$ cat config.mk
export PLATFORM = sky130hd
export DESIGN_NAME = fsc_handler_flat
export DESIGN_NICKNAME = d
export VERILOG_FILES = /design/src/logic/fsc_pkg.sv /design/src/logic/fsc_link_if.sv /design/src/logic/fsc_handler.sv /design/src/flat_wrapper.sv
export SDC_FILE = /design/constraint.sdc
export NUM_CORES = 1
export LEC_CHECK = 0
export BUFFER_PORTS_ARGS = -buffer_cell sky130_fd_sc_hd__buf_4
export CORE_MARGIN = 5
export CORE_UTILIZATION = 30
export CTS_BUF_LIST = sky130_fd_sc_hd__clkbuf_8
export DETAILED_ROUTE_END_ITERATION = 8
export SKIP_LAST_GASP = 1
export SYNTH_ARGS = -nofsm -noshare
export SYNTH_HDL_FRONTEND = slang
export SYNTH_SLANG_ARGS = --single-unit
$ cat constraint.sdc
create_clock -name clk_sys -period 2.6 [get_ports clk_sys]
set_input_delay 0.52 -clock clk_sys [delete_from_list [all_inputs] [get_ports clk_sys]]
set_output_delay 0.52 -clock clk_sys [all_outputs]
set_load 0.01 [all_outputs]
$ cat src/logic/fsc_pkg.sv
package fsc_pkg;
  // ----------------------------------------
  // Storage geometry
  // ----------------------------------------
  localparam logic [15:0] FSC_BLOCK_TOTAL    = 16'h0077;  // 119 blocks
  localparam logic [15:0] FSC_BLOCK_BYTES    = 16'h0200;  // 512 bytes per block

  // ----------------------------------------
  // Addressing of the storage service
  // ----------------------------------------
  localparam logic [15:0] FSC_CLUSTER        = 16'h0023;
  localparam logic [7:0]  FSC_ENDPOINT       = 8'hE6;

  // ----------------------------------------
  // Command codes and status
  // ----------------------------------------
  localparam logic [7:0]  FSC_CMD_GEOM_QUERY = 8'h00;
  localparam logic [7:0]  FSC_CMD_GEOM_REPLY = 8'h80;
  localparam logic [7:0]  FSC_REPLY_FLAG     = 8'h80;     // Reply code = request | flag
  localparam logic [7:0]  FSC_STATUS_OK      = 8'h00;
  localparam logic [7:0]  FSC_STATUS_ERR     = 8'h01;     // Bit 0 flags an error

  // ----------------------------------------
  // Header layout, byte positions
  // ----------------------------------------
  localparam int          FSC_HDR_LEN        = 8;
  localparam logic [3:0]  FSC_POS_CMD        = 4'h0;
  localparam logic [3:0]  FSC_POS_OPT        = 4'h1;
  localparam logic [3:0]  FSC_POS_BLK_HI     = 4'h2;
  localparam logic [3:0]  FSC_POS_BLK_LO     = 4'h3;
  localparam logic [3:0]  FSC_POS_OFS_HI     = 4'h4;
  localparam logic [3:0]  FSC_POS_OFS_LO     = 4'h5;
  localparam logic [3:0]  FSC_POS_CNT_HI     = 4'h6;
  localparam logic [3:0]  FSC_POS_CNT_LO     = 4'h7;
  localparam logic [3:0]  FSC_POS_LAST       = 4'h7;
  localparam logic [3:0]  FSC_POS_ZERO       = 4'h0;
  localparam logic [3:0]  FSC_POS_ONE        = 4'h1;

  // ----------------------------------------
  // Decoded header
  // ----------------------------------------
  typedef struct packed {
    logic [7:0]  code;
    logic [7:0]  opts;
    logic [15:0] blk;
    logic [15:0] ofs;
    logic [15:0] cnt;
  } fsc_hdr_t;

  // Byte at a header position, most significant first
  function automatic logic [7:0] fsc_hdr_byte(input fsc_hdr_t h, input logic [3:0] pos);
    logic [63:0] flat;
    flat = h;
    fsc_hdr_byte = flat[8'(63 - 8 * int'(pos)) -: 8];
  endfunction : fsc_hdr_byte
endpackage : fsc_pkg

$ cat src/logic/fsc_link_if.sv
`timescale 1ns/1ps
// Byte streams between requester and storage handler, plus frame addressing
interface fsc_link_if;
  // Request stream, requester to handler
  logic        req_valid;
  logic        req_ready;
  logic [7:0]  req_data;
  logic        req_last;
  logic        req_bcast;
  logic [15:0] req_cluster;
  logic [7:0]  req_dst_ep;
  logic [7:0]  req_src_ep;
  // Response stream, handler to requester
  logic        rsp_valid;
  logic        rsp_ready;
  logic [7:0]  rsp_data;
  logic        rsp_last;
  logic [7:0]  rsp_dst_ep;

  modport handler (
    input  req_valid, req_data, req_last, req_bcast, req_cluster, req_dst_ep, req_src_ep,
    output req_ready,
    output rsp_valid, rsp_data, rsp_last, rsp_dst_ep,
    input  rsp_ready
  );
  modport requester (
    output req_valid, req_data, req_last, req_bcast, req_cluster, req_dst_ep, req_src_ep,
    input  req_ready,
    input  rsp_valid, rsp_data, rsp_last, rsp_dst_ep,
    output rsp_ready
  );
endinterface : fsc_link_if

$ cat src/logic/fsc_handler.sv
`timescale 1ns/1ps
// What this block does
// - Offers 119 storage blocks of 512 bytes
// - Requests target cluster 0x23, endpoint 0xE6
// - Header: code, options, block, offset, count
// - Multi-byte header fields sent big-endian
// - Unicast request answered to source endpoint
// - Broadcast requests never get a response
// - Requester marks reply explicit only when source endpoint is 0xE6
// - Reply: request code with bit 7 set, status, same layout
// - Geometry query: code 0x00, fields zero
// - Geometry reply carries code 0x80
// - Status bit 0 flags error
// - Block field holds total block count
// - Offset field holds block size
// - Count field zero, no data bytes
module fsc_handler
  import fsc_pkg::*;
(
  // Clock, reset, enable
  input  wire logic clk_sys,
  input  wire logic rst,
  input  wire logic clk_en,
  // Link to requester
  fsc_link_if.handler link,
  // Status toward the radio core
  output logic      busy,
  output logic      unknown_cmd_seen
);

  // ----------------------------------------
  // State
  // ----------------------------------------
  // Gray order along the usual path: RECV, BUILD, SEND, DROP
  typedef enum logic [1:0] {
    FSC_S_RECV = 2'b00,
    FSC_S_BUILD = 2'b01,
    FSC_S_SEND = 2'b11,
    FSC_S_DROP = 2'b10
  } fsc_hstate_t;

  // All state in one word; one process fills the copy, one registers it
  typedef struct packed {
    fsc_hstate_t st;
    logic [3:0]  pos;
    logic        bad;
    logic        mine;
    fsc_hdr_t    hdr;
    logic [7:0]  src_ep;
    logic        rsp_valid;
    logic [7:0]  rsp_data;
    logic        rsp_last;
    logic [7:0]  rsp_dst;
    logic        unk;
    logic        rdy;       // Registered request ready
    logic        busy;      // Registered busy flag
  } fsc_hreg_t;

  fsc_hreg_t cur_ff;
  fsc_hreg_t nxt_cur;

  // ----------------------------------------
  // Decode helpers
  // ----------------------------------------
  // Write one received header byte into its field
  function automatic fsc_hdr_t put_byte(input fsc_hdr_t h, input logic [3:0] pos,
                                        input logic [7:0] b);
    logic [63:0] flat;
    flat = h;
    flat[8'(63 - 8 * int'(pos)) -: 8] = b;
    put_byte = flat;
  endfunction : put_byte

  // Frame aimed at this service; a broadcast never qualifies
  function automatic logic frame_for_us(input logic        bcast,
                                        input logic [15:0] cluster,
                                        input logic [7:0]  dst_ep);
    frame_for_us = !bcast &&
                   (cluster == FSC_CLUSTER) &&
                   (dst_ep == FSC_ENDPOINT);
  endfunction : frame_for_us

  // Full geometry query; a short header falls back to an error reply
  function automatic logic geom_ok(input fsc_hdr_t h,
                                   input logic     short_hdr);
    geom_ok = (h.code == FSC_CMD_GEOM_QUERY) && !short_hdr;
  endfunction : geom_ok

  // Receive-state test, shared by the ready and busy flags
  function automatic logic state_is_recv(input fsc_hstate_t s);
    state_is_recv = (s == FSC_S_RECV);
  endfunction : state_is_recv

  // ----------------------------------------
  // Next-state logic
  // ----------------------------------------
  // Reply timing: the edge that takes the last request byte enters BUILD,
  // the next edge enters SEND, and the edge after that loads byte 0.
  // Bytes past the eighth are dropped; the header alone shapes the reply.
  // A frame not aimed here still spends one cycle in BUILD before RECV.
  // DROP adds one idle cycle after the last reply byte is taken, so a
  // request queued behind the reply cannot start a second one early.
  always_comb begin
    nxt_cur = cur_ff;
    nxt_cur.unk = 1'b0;
    case (cur_ff.st)
      FSC_S_RECV: begin
        if (link.req_valid) begin
          // First byte latches addressing and frame kind
          if (cur_ff.pos == FSC_POS_ZERO) begin
            nxt_cur.src_ep = link.req_src_ep;
            nxt_cur.mine   = frame_for_us(link.req_bcast,
                                          link.req_cluster,
                                          link.req_dst_ep);
            nxt_cur.bad    = 1'b0;
          end
          if (cur_ff.pos <= FSC_POS_LAST) begin
            nxt_cur.hdr = put_byte(cur_ff.hdr, cur_ff.pos, link.req_data);
            nxt_cur.pos = cur_ff.pos + FSC_POS_ONE;
          end
          if (link.req_last) begin
            // Short header is refused with an error status
            if (cur_ff.pos < FSC_POS_LAST) begin
              nxt_cur.bad = 1'b1;
            end
            nxt_cur.pos = FSC_POS_ZERO;
            nxt_cur.st  = FSC_S_BUILD;
          end
        end
      end
      FSC_S_BUILD: begin
        if (!cur_ff.mine) begin
          nxt_cur.st = FSC_S_RECV;
        end else begin
          if (geom_ok(cur_ff.hdr, cur_ff.bad)) begin
            nxt_cur.hdr.code = FSC_CMD_GEOM_REPLY;
            nxt_cur.hdr.opts = FSC_STATUS_OK;
            nxt_cur.hdr.blk  = FSC_BLOCK_TOTAL;
            nxt_cur.hdr.ofs  = FSC_BLOCK_BYTES;
          end else begin
            // Other commands live elsewhere; report an error, keep block and offset fields
            nxt_cur.hdr.code = cur_ff.hdr.code | FSC_REPLY_FLAG;
            nxt_cur.hdr.opts = FSC_STATUS_ERR;
            nxt_cur.unk      = 1'b1;
          end
          // Neither reply kind carries data bytes
          nxt_cur.hdr.cnt   = 16'h0000;
          nxt_cur.rsp_dst   = cur_ff.src_ep;
          nxt_cur.st        = FSC_S_SEND;
          nxt_cur.pos       = FSC_POS_ZERO;
        end
      end
      FSC_S_SEND: begin
        // Load a byte whenever the output register is free, or being taken and not holding the last byte
        // A stalled byte simply stands until taken, so none is lost
        if (!cur_ff.rsp_valid || link.rsp_ready) begin
          if (cur_ff.rsp_valid && cur_ff.rsp_last) begin
            nxt_cur.rsp_valid = 1'b0;
            nxt_cur.rsp_last  = 1'b0;
            nxt_cur.st        = FSC_S_DROP;
          end else begin
            nxt_cur.rsp_valid = 1'b1;
            nxt_cur.rsp_data  = fsc_hdr_byte(cur_ff.hdr, cur_ff.pos);
            nxt_cur.rsp_last  = (cur_ff.pos == FSC_POS_LAST);
            nxt_cur.pos       = cur_ff.pos + FSC_POS_ONE;
          end
        end
      end
      FSC_S_DROP: begin
        // One idle cycle so exactly one reply goes out per request
        nxt_cur.pos = FSC_POS_ZERO;
        nxt_cur.st  = FSC_S_RECV;
      end
      default: begin
        nxt_cur.st = FSC_S_RECV;
      end
    endcase
    // Ready and busy follow the next state, one register deep
    nxt_cur.rdy  = state_is_recv(nxt_cur.st);
    nxt_cur.busy = !state_is_recv(nxt_cur.st);
  end

  // ----------------------------------------
  // State register
  // ----------------------------------------
  // Enable low freezes every field, the outputs with them
  always_ff @(posedge clk_sys) begin
    if (rst) begin
      cur_ff     <= '0;
      // Idle state accepts at once, so ready leaves reset high
      cur_ff.rdy <= 1'b1;
    end else if (clk_en) begin
      cur_ff <= nxt_cur;
    end
  end

  // ----------------------------------------
  // Outputs
  // ----------------------------------------
  // All straight from the state register. Ready ignores the enable: both
  // ends share it, so an edge with the enable low moves neither side.
  assign link.req_ready   = cur_ff.rdy;
  assign link.rsp_valid   = cur_ff.rsp_valid;
  assign link.rsp_data    = cur_ff.rsp_data;
  assign link.rsp_last    = cur_ff.rsp_last;
  assign link.rsp_dst_ep  = cur_ff.rsp_dst;
  assign busy             = cur_ff.busy;
  assign unknown_cmd_seen = cur_ff.unk;

endmodule : fsc_handler

$ cat src/flat_wrapper.sv
// flat-port wrapper written by rule: the top's interface ports become plain ports
module fsc_handler_flat import fsc_pkg::*;
  (clk_sys, rst, clk_en, busy, unknown_cmd_seen, link_req_valid, link_req_data, link_req_last, link_req_bcast, link_req_cluster, link_req_dst_ep, link_req_src_ep, link_req_ready, link_rsp_valid, link_rsp_data, link_rsp_last, link_rsp_dst_ep, link_rsp_ready);
  fsc_link_if link_i ();
  input  wire logic clk_sys;
  input  wire logic rst;
  input  wire logic clk_en;
  output logic busy;
  output logic unknown_cmd_seen;
  input wire logic [$bits(link_i.req_valid)-1:0] link_req_valid;
  input wire logic [$bits(link_i.req_data)-1:0] link_req_data;
  input wire logic [$bits(link_i.req_last)-1:0] link_req_last;
  input wire logic [$bits(link_i.req_bcast)-1:0] link_req_bcast;
  input wire logic [$bits(link_i.req_cluster)-1:0] link_req_cluster;
  input wire logic [$bits(link_i.req_dst_ep)-1:0] link_req_dst_ep;
  input wire logic [$bits(link_i.req_src_ep)-1:0] link_req_src_ep;
  output wire logic [$bits(link_i.req_ready)-1:0] link_req_ready;
  output wire logic [$bits(link_i.rsp_valid)-1:0] link_rsp_valid;
  output wire logic [$bits(link_i.rsp_data)-1:0] link_rsp_data;
  output wire logic [$bits(link_i.rsp_last)-1:0] link_rsp_last;
  output wire logic [$bits(link_i.rsp_dst_ep)-1:0] link_rsp_dst_ep;
  input wire logic [$bits(link_i.rsp_ready)-1:0] link_rsp_ready;
  assign link_i.req_valid = link_req_valid;
  assign link_i.req_data = link_req_data;
  assign link_i.req_last = link_req_last;
  assign link_i.req_bcast = link_req_bcast;
  assign link_i.req_cluster = link_req_cluster;
  assign link_i.req_dst_ep = link_req_dst_ep;
  assign link_i.req_src_ep = link_req_src_ep;
  assign link_req_ready = link_i.req_ready;
  assign link_rsp_valid = link_i.rsp_valid;
  assign link_rsp_data = link_i.rsp_data;
  assign link_rsp_last = link_i.rsp_last;
  assign link_rsp_dst_ep = link_i.rsp_dst_ep;
  assign link_i.rsp_ready = link_rsp_ready;
  fsc_handler u_core (.clk_sys(clk_sys), .rst(rst), .clk_en(clk_en), .link(link_i), .busy(busy), .unknown_cmd_seen(unknown_cmd_seen));
endmodule
---- Yosys cells after proc, flatten, opt, wreduce, memory -nomap -nowiden ----
Index checks and enable logic that the tools add are counted.
cells by class
  magnitude comparators ................... 2
  multiplexer cells ....................... 23
  bitwise gates (word level) .............. 1
  reduce and logical (&&, ||, !) cells .... 22
  $add $sub $neg .......................... 3
  eq/ne operators ......................... 13
  shift-type cells ........................ 3
operators with widths
  kind                                                    count
  2-to-1 mux 64 bit                                       2
  one-hot mux 64 bit (2 select lines)                     1
  2-to-1 mux 80 bit                                       1
  variable shift 8 x 9 -> 71 bit (first input constant)   1
  indexed part select 71 x 8 -> 8 bit                     1
  indexed part select 8 x 9 -> 71 bit                     1
  bitwise mux 64 bit                                      1
  2-to-1 mux 32 bit                                       1
  one-hot mux 6 bit (4 select lines)                      1
  == test 16 x 6 -> 1 bit (second input constant)         1
  2-to-1 mux 15 bit                                       1
  2-to-1 mux 4 bit                                        3
  AND reduction 6 bit                                     2
  negation 8 -> 9 bit                                     1
  AND reduction 3 bit                                     3
  == test 8 bit (second input constant)                   1
  zero test 8 bit                                         1
  2-to-1 mux 8 bit                                        1
  inequality test 2 x 1 -> 1 bit (second input constant)  4
  AND reduction 4 bit                                     2
  subtractor 6 x 7 -> 8 bit (first input constant)        1
  2-to-1 mux 7 bit                                        1
  2-to-1 mux 1 bit                                        6
  2-to-1 mux 2 bit                                        3
  17 further kinds                                        26
storage, ports and cells
  register bits after elaboration ......... 101

---- Logic depth before layout (Yosys ltp) ----
Gate-level depths: netlist (run 1).
  word-level depth ........................ 10
  mapped depth ............................ 8

---- Worst setup path after synthesis (run 1) ----
OpenSTA, ideal clock, no wires.
  kind .................................... register to register
  start ................................... register u_core.cur_ff[96] (netlist name)
  end ..................................... register u_core.cur_ff[21] (netlist name)
  library setup time ...................... 0.128 ns
  period minus slack after synthesis ...... 1.952 ns
  stages on the path, launching flop included .. 9
  buffers on the path ..................... 3
  arrival ................................. 1.824 ns
  setup slack ............................. 0.648 ns
  cells stage by stage .................... dfxtp_1 buf_2 buf_2 inv_1 ha_1 nand4_1 clkbuf_1 mux2i_1 nor2_1
on the way
  longest elaborated chain between the ends .. 2
RTL lines
  element                        RTL line            text
  from (decl)                    fsc_handler.sv:59   fsc_hreg_t cur_ff;
  from (signal assigned)         fsc_handler.sv:193  cur_ff <= nxt_cur;
  zero test 4 bit                fsc_handler.sv:110  if (cur_ff.pos == FSC_POS_ZERO) begin
  AND reduction 4 bit (no line)  n/a
Every way passes these cells.
A chain may end at the register's enable or synchronous reset.

---- Final worst setup path (run 1) ----
  start ................................... register u_core.cur_ff[85] (netlist name)
  end ..................................... register u_core.cur_ff[71] (netlist name)
on the way
  longest elaborated chain between the ends .. 4
RTL lines
  element                                   RTL line           text
  zero test 8 bit                           fsc_handler.sv:86  geom_ok = (h.code == FSC_CMD_GEOM_QUERY) && !short_hdr;
  logical AND 1 bit                         fsc_handler.sv:86
  inequality test 2 x 1 -> 1 bit (no line)  n/a
  AND reduction 6 bit (no line)             n/a
Every way passes these cells.

==> results of run 1 <==
==> cells by family after synthesis <==
logic type	count (synthesis)
and+or+nand+nor	194
AOI/OAI and AO/OA	147
DFF	101
muxes	42
buffers and inverters	80
adders and majority gates	2
==> worst reg2reg max path, cell delays in order (launching register included) <==
cell	delay, ns
dfxtp_1	0.33
nor3_1	0.38
a31oi_2	0.22
buf_4	0.23
nor3_1	0.65
o21ai_0	0.22
==> state kept, by name, summed over array words and instances, names as in the netlist <==
name / count
u_core.busy: 1
u_core.cur_ff: 80
u_core.link.req_ready: 1
u_core.link.rsp_data: 8
u_core.link.rsp_dst_ep: 8
u_core.link.rsp_last: 1
u_core.link.rsp_valid: 1
u_core.unknown_cmd_seen: 1
==> layer usage <==
metal | global-route usage | share of wire | wire (µm) | vias up
met5 | 0 | 0 | 0 | -
met4 | 0.0474 | 0.015 | 228 | 0
met3 | 0.0303 | 0.055 | 865 | 15
met2 | 0.256 | 0.48 | 7550 | 147
met1 | 0.210 | 0.45 | 7000 | 2236
li1 | - | - | - | 2158
==> cells in the mapped netlist, types with 2 or more instances <==
cell and n:
and3_1 7, nor2b_1 20, o41ai_1 4, o2bb2ai_1 6, nand2_1 71, mux4_2 8
nand3_1 20, nor4b_1 4, buf_2 11, or4b_2 2, buf_6 3, ha_1 2
nand4_1 6, a221oi_1 8, and2_1 5, nor2_1 22, dfxtp_1 101, a21oi_1 31
o2111ai_1 2, a32o_1 4, o21a_1 4, a221o_1 3, o22ai_1 4, nor3_1 14
mux2i_1 31, buf_4 16, mux2_2 3, or3_1 2, buf_1 6, o32ai_1 9
and4_1 2, o211ai_1 2, o21ai_0 27, a21o_1 4, a22o_1 14, nand2b_1 2
o311ai_0 8, nor4_1 2, a211oi_1 2, inv_1 21, clkbuf_1 22
==> where the power goes <==
part / internal, µW / leakage [µW] / switching, µW / total [µW]
sequential: 1570 / 0.000816 / 15.3 / 1580
combinational: 129 / 0.00129 / 188 / 317
clock: 539 / 0.000111 / 585 / 1120
total: 2230 / 0.00221 / 788 / 3020
==> area by class of cell <==
type,count,area (µm²)
Inverter,22,82.6
Fill cell,1731,10600
Clock inverter,6,90.1
Clock buffer,9,124
Tap cell,220,275
Sequential cell,101,2020
Timing Repair Buffer,90,701
Multi-Input combinational cell,385,2650
==> how the worst max path moves through the flow <==
| stage | start | end | depth (start not counted) | slack (ns) |
|---|---|---|---|---|
| after floorplan | u_core.cur_ff[96] | u_core.cur_ff[21] | 8 | 0.65 |
| after global placement | link_req_valid | u_core.cur_ff[69] | 6 | 0.34 |
| after detailed placement | link_req_valid | u_core.cur_ff[69] | 6 | 0.32 |
| after CTS | u_core.cur_ff[85] | u_core.cur_ff[69] | 5 | 0.47 |
| after global routing | u_core.cur_ff[85] | u_core.cur_ff[69] | 5 | 0.20 |
| final | u_core.cur_ff[85] | u_core.cur_ff[71] | 5 | 0.42 |
==> through the flow <==
step	instance area (µm²)	std cells	hold WS, ns	total power (µW)	setup slack, ns
6_report	5950	833	0.358	3020	0.421
5_1_grt	5950	833	0.355	3140	0.197
4_1_cts	5950	833	0.341	3040	0.465
3_5_place_dp	5730	818	0.447	1930	0.320
3_3_place_gp	5730	818	0.435	1930	0.343
2_1_floorplan	5070	566	0.422	1780	0.648
==> key figures, run 1 <==
Run status
  – Outcome: finished clean

Cells and area
  – Fraction of layout cells with a size suffix above 1: 0.209
  – Most frequent cells in the layout: dfxtp_1 (101), buf_4 (88), nand2_1 (71), mux2i_1 (31), a21oi_1 (31)
  – N_diodes: 0
  – Commonest non-fill, non-tap cell in the layout: dfxtp_1
  – Layout area overhead: 17.3%
  – Final core occ: 0.359
  – Layout Nets: 658

STA
  – Setup TNS: 0 ns
  – Final cycle utilization of the critical path: 0.838
  – Slew Viols, Final: 0
  – Worst slew pin tran: 0.769 ns
  – Count of final hold-check violations: 0
  – RSZ-0062 raised after global routing: no
  – Rel. slew slack: 0.484
  – F_max: 459 MHz
  – Period minus WS final: 2.18 ns
  – # setup viols final: 0
  – Layout Skew: 0.0123 ns

Synth
  – Post-synth EDFFs: 0
  – Mapped Cells: 566
  – Multiplexer area fraction after synthesis: 0.103
  – Primary FF master, synth: dfxtp_1
  – Ys async rst share: 0
  – Largest family of logic cells by synthesized area: compound AO/OA/AOI/OAI gates
  – Adder-cell share of the synthesized area: 0.00493
  – Synth Area in Compound Gates: 0.208
  – Area contributors post-synth: dfxtp_1 (40%), mux2i_1 (6.1%), nand2_1 (5.3%)
  – Synth area leader: dfxtp_1
  – Yosys synthesis warning count: 0
  – #FFs+latches synth: 101
  – Xor/xnor share of the synthesized area: 0
  – Sequential fraction of the synthesis area: 0.399
  – Syn_area_per_cell: 8.96 µm²
  – Distinct cells, synth: 72
  – Synth Area in Simple Gates: 0.206
  – Post-synth top area share: 0.399
  – Synth Cell Area: 5070 µm²
  – Synth Net Count: 615

Worst hold path
  – WHS Path Cells: 3
  – Hold Path Sink: u_core.cur_ff[21]
  – Hold crit path type: input port to register
  – Min-delay src: link_req_src_ep[0]

Floorplan
  – Initial Utilization: 0.306
  – DIE HEIGHT: 140 µm
  – Die Area: 19600 µm²
  – Row count: 47
  – Die W: 140 µm
  – Core area: 16600 µm²
  – Io pins: 68

Worst setup path
  – Reg2reg start: u_core.cur_ff[85]
  – CP Capture Type: register
  – CP max FO: 12
  – CP max stage cell: nor3_1
  – Cells along the critical path: nor3_1, a31oi_2, buf_4, nor3_1, o21ai_0
  – Cell mode on critical path: nor3_1
  – WP buf/inv: 1
  – Worst reg2reg endpoint: u_core.cur_ff[71]
  – Arrival @ worst endpoint: 2.42 ns
  – CP top delay family: simple AND/OR/NAND/NOR gates
  – Reg2reg setup slack: 0.42 ns
  – Critical path required time: 2.85 ns
  – Startpoint class of the critical path: register
  – R2R depth: 5
  – CP peak stage delay: 0.65 ns
  – WS Path Type: register to register

Clock network
  – Num CTS Buffers: 9
  – CTS tree: built
  – Clock sink count: 101
  – PostCTS Resize Cnt: 0
  – Clock slew at reported path FFs: 0.10 ns
  – # H-tree levels: 3
  – Post-CTS setup buffers: 0
  – Maximum clock path buffer count: 2
  – Clock latency on the worst-skew pair: 0.39 ns
  – CTS root buffer: clkbuf_8
  – # hold bufs at CTS: 0

Routing
  – Number of DRC markers in iteration 0: 475
  – Drt wl/cell: 18.8 µm
  – Vias: 4556
  – Detail Route Antenna Nets: 0
  – TritonRoute pass-1 iters: 5
  – Final WL: 15.6 mm
  – DRC: 0
  – Post-DR vias/cell: 5.47

Pwr
  – Pwr Density: 508 nW/µm²
  – Worst vdd ir: 0.000218 V
  – P_leak: 0.00221 µW

Global routing
  – Vias in the first global route: 4500
  – Global route overflow: 0
  – First-pass GRT wire length: 24.7 mm
  – Initial antenna violation count: 0
  – GRT Total Usage: 0.157
  – Largest net degree at the start of global routing: 36

Placed design
  – Port Buf Inserts: 67
  – Dpl hpwl: 11.6 mm
  – Placer Congestion: 0.874

Flow run
  – Max-Cap Viols: 0
No activity file was read; power rests on OpenSTA's default activity.
==> run 2, diff against run 1 <==
--- a/config.mk
+++ b/config.mk
@@ -5,6 +5,7 @@
 export SDC_FILE = /design/constraint.sdc
 export NUM_CORES = 1
 export LEC_CHECK = 0
+export ABC_AREA = 1
 export BUFFER_PORTS_ARGS = -buffer_cell sky130_fd_sc_hd__buf_4
 export CORE_MARGIN = 5
 export CORE_UTILIZATION = 30
==> constraint.sdc (replaced) <==
create_clock -name clk_sys -period 2.1 [get_ports clk_sys]
set_input_delay 0.42 -clock clk_sys [delete_from_list [all_inputs] [get_ports clk_sys]]
set_output_delay 0.42 -clock clk_sys [all_outputs]
set_load 0.01 [all_outputs]
==> run 2 against run 1 <==
  * Clock power rose by 21%
  * Cell count rose by 34%
  * Worst hold slack worse by 0.11 ns
  * First-iteration DRC count fell by 1.5%
  * Synthesized cell count rose by 49%
  * Non-clock buffer count is 5 lower
  * Largest cell class unchanged
  * Largest power group unchanged
==> key figures, run 2 <==
Synth
  – Most common cell in the netlist: nor2_1 (was dfxtp_1)
  – Synth Area in Simple Gates: 0.385 (was 0.206)
  – Primary FF master, synth: dfxtp_1 (unchanged)
  – Synth Cell Area: 5350 µm² (was 5070 µm²)
  – Distinct cells, synth: 36 (was 72)
  – Synth Area in Compound Gates: 0.119 (was 0.208)
  – Sequential fraction of the synthesis area: 0.378 (was 0.399)
  – Mapped Cells: 841 (was 566)
  – Post-synth EDFFs: 0 (unchanged)
  – Top cells by instance count after synthesis: nor2_1 (196), nand2_1 (193), dfxtp_1 (101) (was dfxtp_1 (101), nand2_1 (71), a21oi_1 (31), mux2i_1 (31), o21ai_0 (27))
  – Yosys synthesis warning count: 0 (unchanged)
  – Xor/xnor share of the synthesized area: 0 (unchanged)
  – Synth area leader: dfxtp_1 (unchanged)
  – Ys async rst share: 0 (unchanged)
  – #FFs+latches synth: 101 (unchanged)
  – Syn_area_per_cell: 6.36 µm² (was 8.96 µm²)
  – Post-synth top area share: 0.378 (was 0.399)
  – Area contributors post-synth: dfxtp_1 (38%), nor2_1 (14%), nand2_1 (14%) (was dfxtp_1 (40%), mux2i_1 (6.1%), nand2_1 (5.3%))
  – Largest family of logic cells by synthesized area: simple AND/OR/NAND/NOR gates (was compound AO/OA/AOI/OAI gates)
  – Synth Net Count: 890 (was 615)
  – Multiplexer area fraction after synthesis: 0 (was 0.103)
  – Adder-cell share of the synthesized area: 0.00468 (was 0.00493)

Clock network
  – CTS root buffer: clkbuf_8 (unchanged)
  – CTS tree: built (unchanged)
  – Num CTS Buffers: 9 (unchanged)
  – Post-CTS setup buffers: 0 (unchanged)
  – # H-tree levels: 3 (unchanged)
  – Clock slew at reported path FFs: 0.11 ns (was 0.10 ns)
  – Clock latency on the worst-skew pair: 0.40 ns (was 0.39 ns)
  – PostCTS Resize Cnt: 0 (unchanged)
  – Clock sink count: 101 (unchanged)
  – Maximum clock path buffer count: 2 (unchanged)
  – # hold bufs at CTS: 0 (unchanged)

STA
  – Rel. slew slack: 0.622 (was 0.484)
  – RSZ-0062 raised after global routing: no (unchanged)
  – Layout Skew: 0.00898 ns (was 0.0123 ns)
  – # setup viols final: 0 (unchanged)
  – Final cycle utilization of the critical path: 0.920 (was 0.838)
  – F_max: 517 MHz (was 459 MHz)
  – Setup ws final: 0.168 ns (was 0.421 ns)
  – Slew Viols, Final: 0 (unchanged)
  – Worst slew pin tran: 0.565 ns (was 0.769 ns)
  – Count of final hold-check violations: 0 (unchanged)
  – Min Hold Slack: 0.245 ns (was 0.358 ns)
  – Setup TNS: 0 ns (unchanged)
  – Period minus WS final: 1.93 ns (was 2.18 ns)

Flow run
  – Max-Cap Viols: 0 (unchanged)

Cells and area
  – Max FFs per register: 80 (unchanged)
  – Most frequent cells in the layout: nor2_1 (196), nand2_1 (193), dfxtp_1 (101), buf_4 (83), inv_1 (71) (was dfxtp_1 (101), buf_4 (88), nand2_1 (71), mux2i_1 (31), a21oi_1 (31))
  – Fin area: 6200 µm² (was 5950 µm²)
  – N_diodes: 0 (unchanged)
  – Top reg by flops: u_core.cur_ff (unchanged)
  – Layout Nets: 935 (was 658)
  – Commonest non-fill, non-tap cell in the layout: nor2_1 (was dfxtp_1)
  – Layout area overhead: 16.0% (was 17.3%)
  – Fraction of layout cells with a size suffix above 1: 0.144 (was 0.209)

Global routing
  – Largest net degree at the start of global routing: 57 (was 36)
  – Vias in the first global route: 4782 (was 4500)
  – Initial antenna violation count: 0 (unchanged)
  – First-pass GRT wire length: 24.9 mm (was 24.7 mm)
  – Global route overflow: 0 (unchanged)
  – GRT Total Usage: 0.153 (was 0.157)

Floorplan
  – Die Area: 20600 µm² (was 19600 µm²)
  – DIE HEIGHT: 144 µm (was 140 µm)
  – Initial Utilization: 0.307 (was 0.306)
  – Die W: 144 µm (was 140 µm)
  – Core area: 17400 µm² (was 16600 µm²)
  – Io pins: 68 (unchanged)
  – Row count: 48 (was 47)

Pwr
  – Sw frac: 0.311 (was 0.261)
  – Cell internal pwr: 2810 µW (was 2230 µW)
  – Comb pwr share: 0.167 (was 0.105)
  – Clock power share: 0.331 (was 0.372)
  – Worst vdd ir: 0.000290 V (was 0.000218 V)
  – Pwr Density: 657 nW/µm² (was 508 nW/µm²)
  – Total power: 4080 µW (was 3020 µW)
  – Sequential fraction of design power: 0.501 (was 0.523)
  – P_sw: 1270 µW (was 788 µW)
  – P_leak: 0.00271 µW (was 0.00221 µW)

Worst setup path
  – Arrival @ worst endpoint: 2.27 ns (was 2.42 ns)
  – Critical path required time: 2.43 ns (was 2.85 ns)
  – WS Path Type: register to register (unchanged)
  – CP peak stage delay: 0.45 ns (was 0.65 ns)
  – CP Capture Type: register (unchanged)
  – CP max FO: 9 (was 12)
  – Cell mode on critical path: nor2_1 (was nor3_1)
  – Cells along the critical path: nor2_1, nand3_1, nor2_1, nand2_1, nand4_1, nand2_1, nor2_1 (was nor3_1, a31oi_2, buf_4, nor3_1, o21ai_0)
  – CP max stage cell: nor2_1 (was nor3_1)
  – Startpoint class of the critical path: register (unchanged)
  – Reg2reg setup slack: 0.17 ns (was 0.42 ns)

Routing
  – Post-DR vias/cell: 4.71 (was 5.47)
  – DRC: 0 (unchanged)
  – Number of DRC markers in iteration 0: 468 (was 475)
  – TritonRoute pass-1 iters: 5 (unchanged)
  – Final WL: 15.8 mm (was 15.6 mm)
  – Vias: 5253 (was 4556)
  – Drt wl/cell: 14.1 µm (was 18.8 µm)
  – Detail Route Antenna Nets: 0 (unchanged)

Placed design
  – Placer Congestion: 0.843 (was 0.874)
  – Dpl hpwl: 11.2 mm (was 11.6 mm)
  – Dpl cell area: 6000 µm² (was 5730 µm²)
  – Port Buf Inserts: 67 (unchanged)
  – Pre-CTS WS: 0.252 ns (was 0.320 ns)

Worst hold path
  – Hold crit path type: input port to register (unchanged)

Run status
  – Outcome: finished clean (unchanged)
==> run 2: cell count changes after synthesis, sizes merged, moves of 9 or more <==
cell   change
nor2     +176
nand2    +129
inv       +57
nand3     +35
a21oi     +33
mux2i     -31
o21ai     +22
nor2b     -20
nand4     +16
a22o      -14
o32ai      -9
==> run 2: routing by layer <==
layer  wire [µm]  up-vias  global-route usage
met2        7470       94               0.244
met5           0        -                   0
met4         229        0              0.0436
li1            -     2733                   -
met1        7520     2409               0.216
met3         562       17              0.0243
==> run 2: kinds of logic after synthesis <==
logic type,count (synthesis)
AOI/OAI and AO/OA,119
adders and majority gates,2
buffers and inverters,132
DFF,101
and+or+nand+nor,487
==> run 2: path summary, 6_finish.rpt <==
path | from | end | depth (start not counted)
max | u_core.cur_ff[95] | u_core.cur_ff[72] | 7
min | link_req_src_ep[1] | u_core.cur_ff[22] | 3
max reg2reg | u_core.cur_ff[95] | u_core.cur_ff[72] | 7
min reg2reg | u_core.cur_ff[42] | u_core.cur_ff[42] | 2
==> run 2: worst max-delay path, delay by kind of cell (launching register included) <==
kind | cells | cell delay (ns)
AND/OR/NAND/NOR | 7 | 1.44
flip-flops | 1 | 0.43
==> run 2: power groups by stage <==
| stage | clock (µW) | sequential, µW | combinational (µW) |
|---|---|---|---|
| global route | 1460 | 2060 | 764 |
| global placement | 0 | 2090 | 674 |
| CTS | 1370 | 2040 | 680 |
| finish | 1350 | 2040 | 681 |
| floorplan | 0 | 2080 | 457 |
| detailed placement | 0 | 2090 | 677 |
==> run 2: final cells by class <==
type / count / area (µm²)
Fill cell: 1950 / 11200
Multi-Input combinational cell: 608 / 2720
Sequential cell: 101 / 2020
Timing Repair Buffer: 85 / 663
Inverter: 81 / 312
Tap cell: 225 / 282
Clock buffer: 9 / 124
Clock inverter: 7 / 81.3
==> run 2: metrics by stage <==
| step | std cells | util |
|---|---|---|
| 2_1_floorplan | 841 | - |
| 3_3_place_gp | 1100 | 0.344 |
| 3_5_place_dp | 1100 | 0.344 |
| 4_1_cts | 1116 | 0.356 |
| 5_1_grt | 1116 | 0.356 |
| 6_report | 1116 | 0.356 |
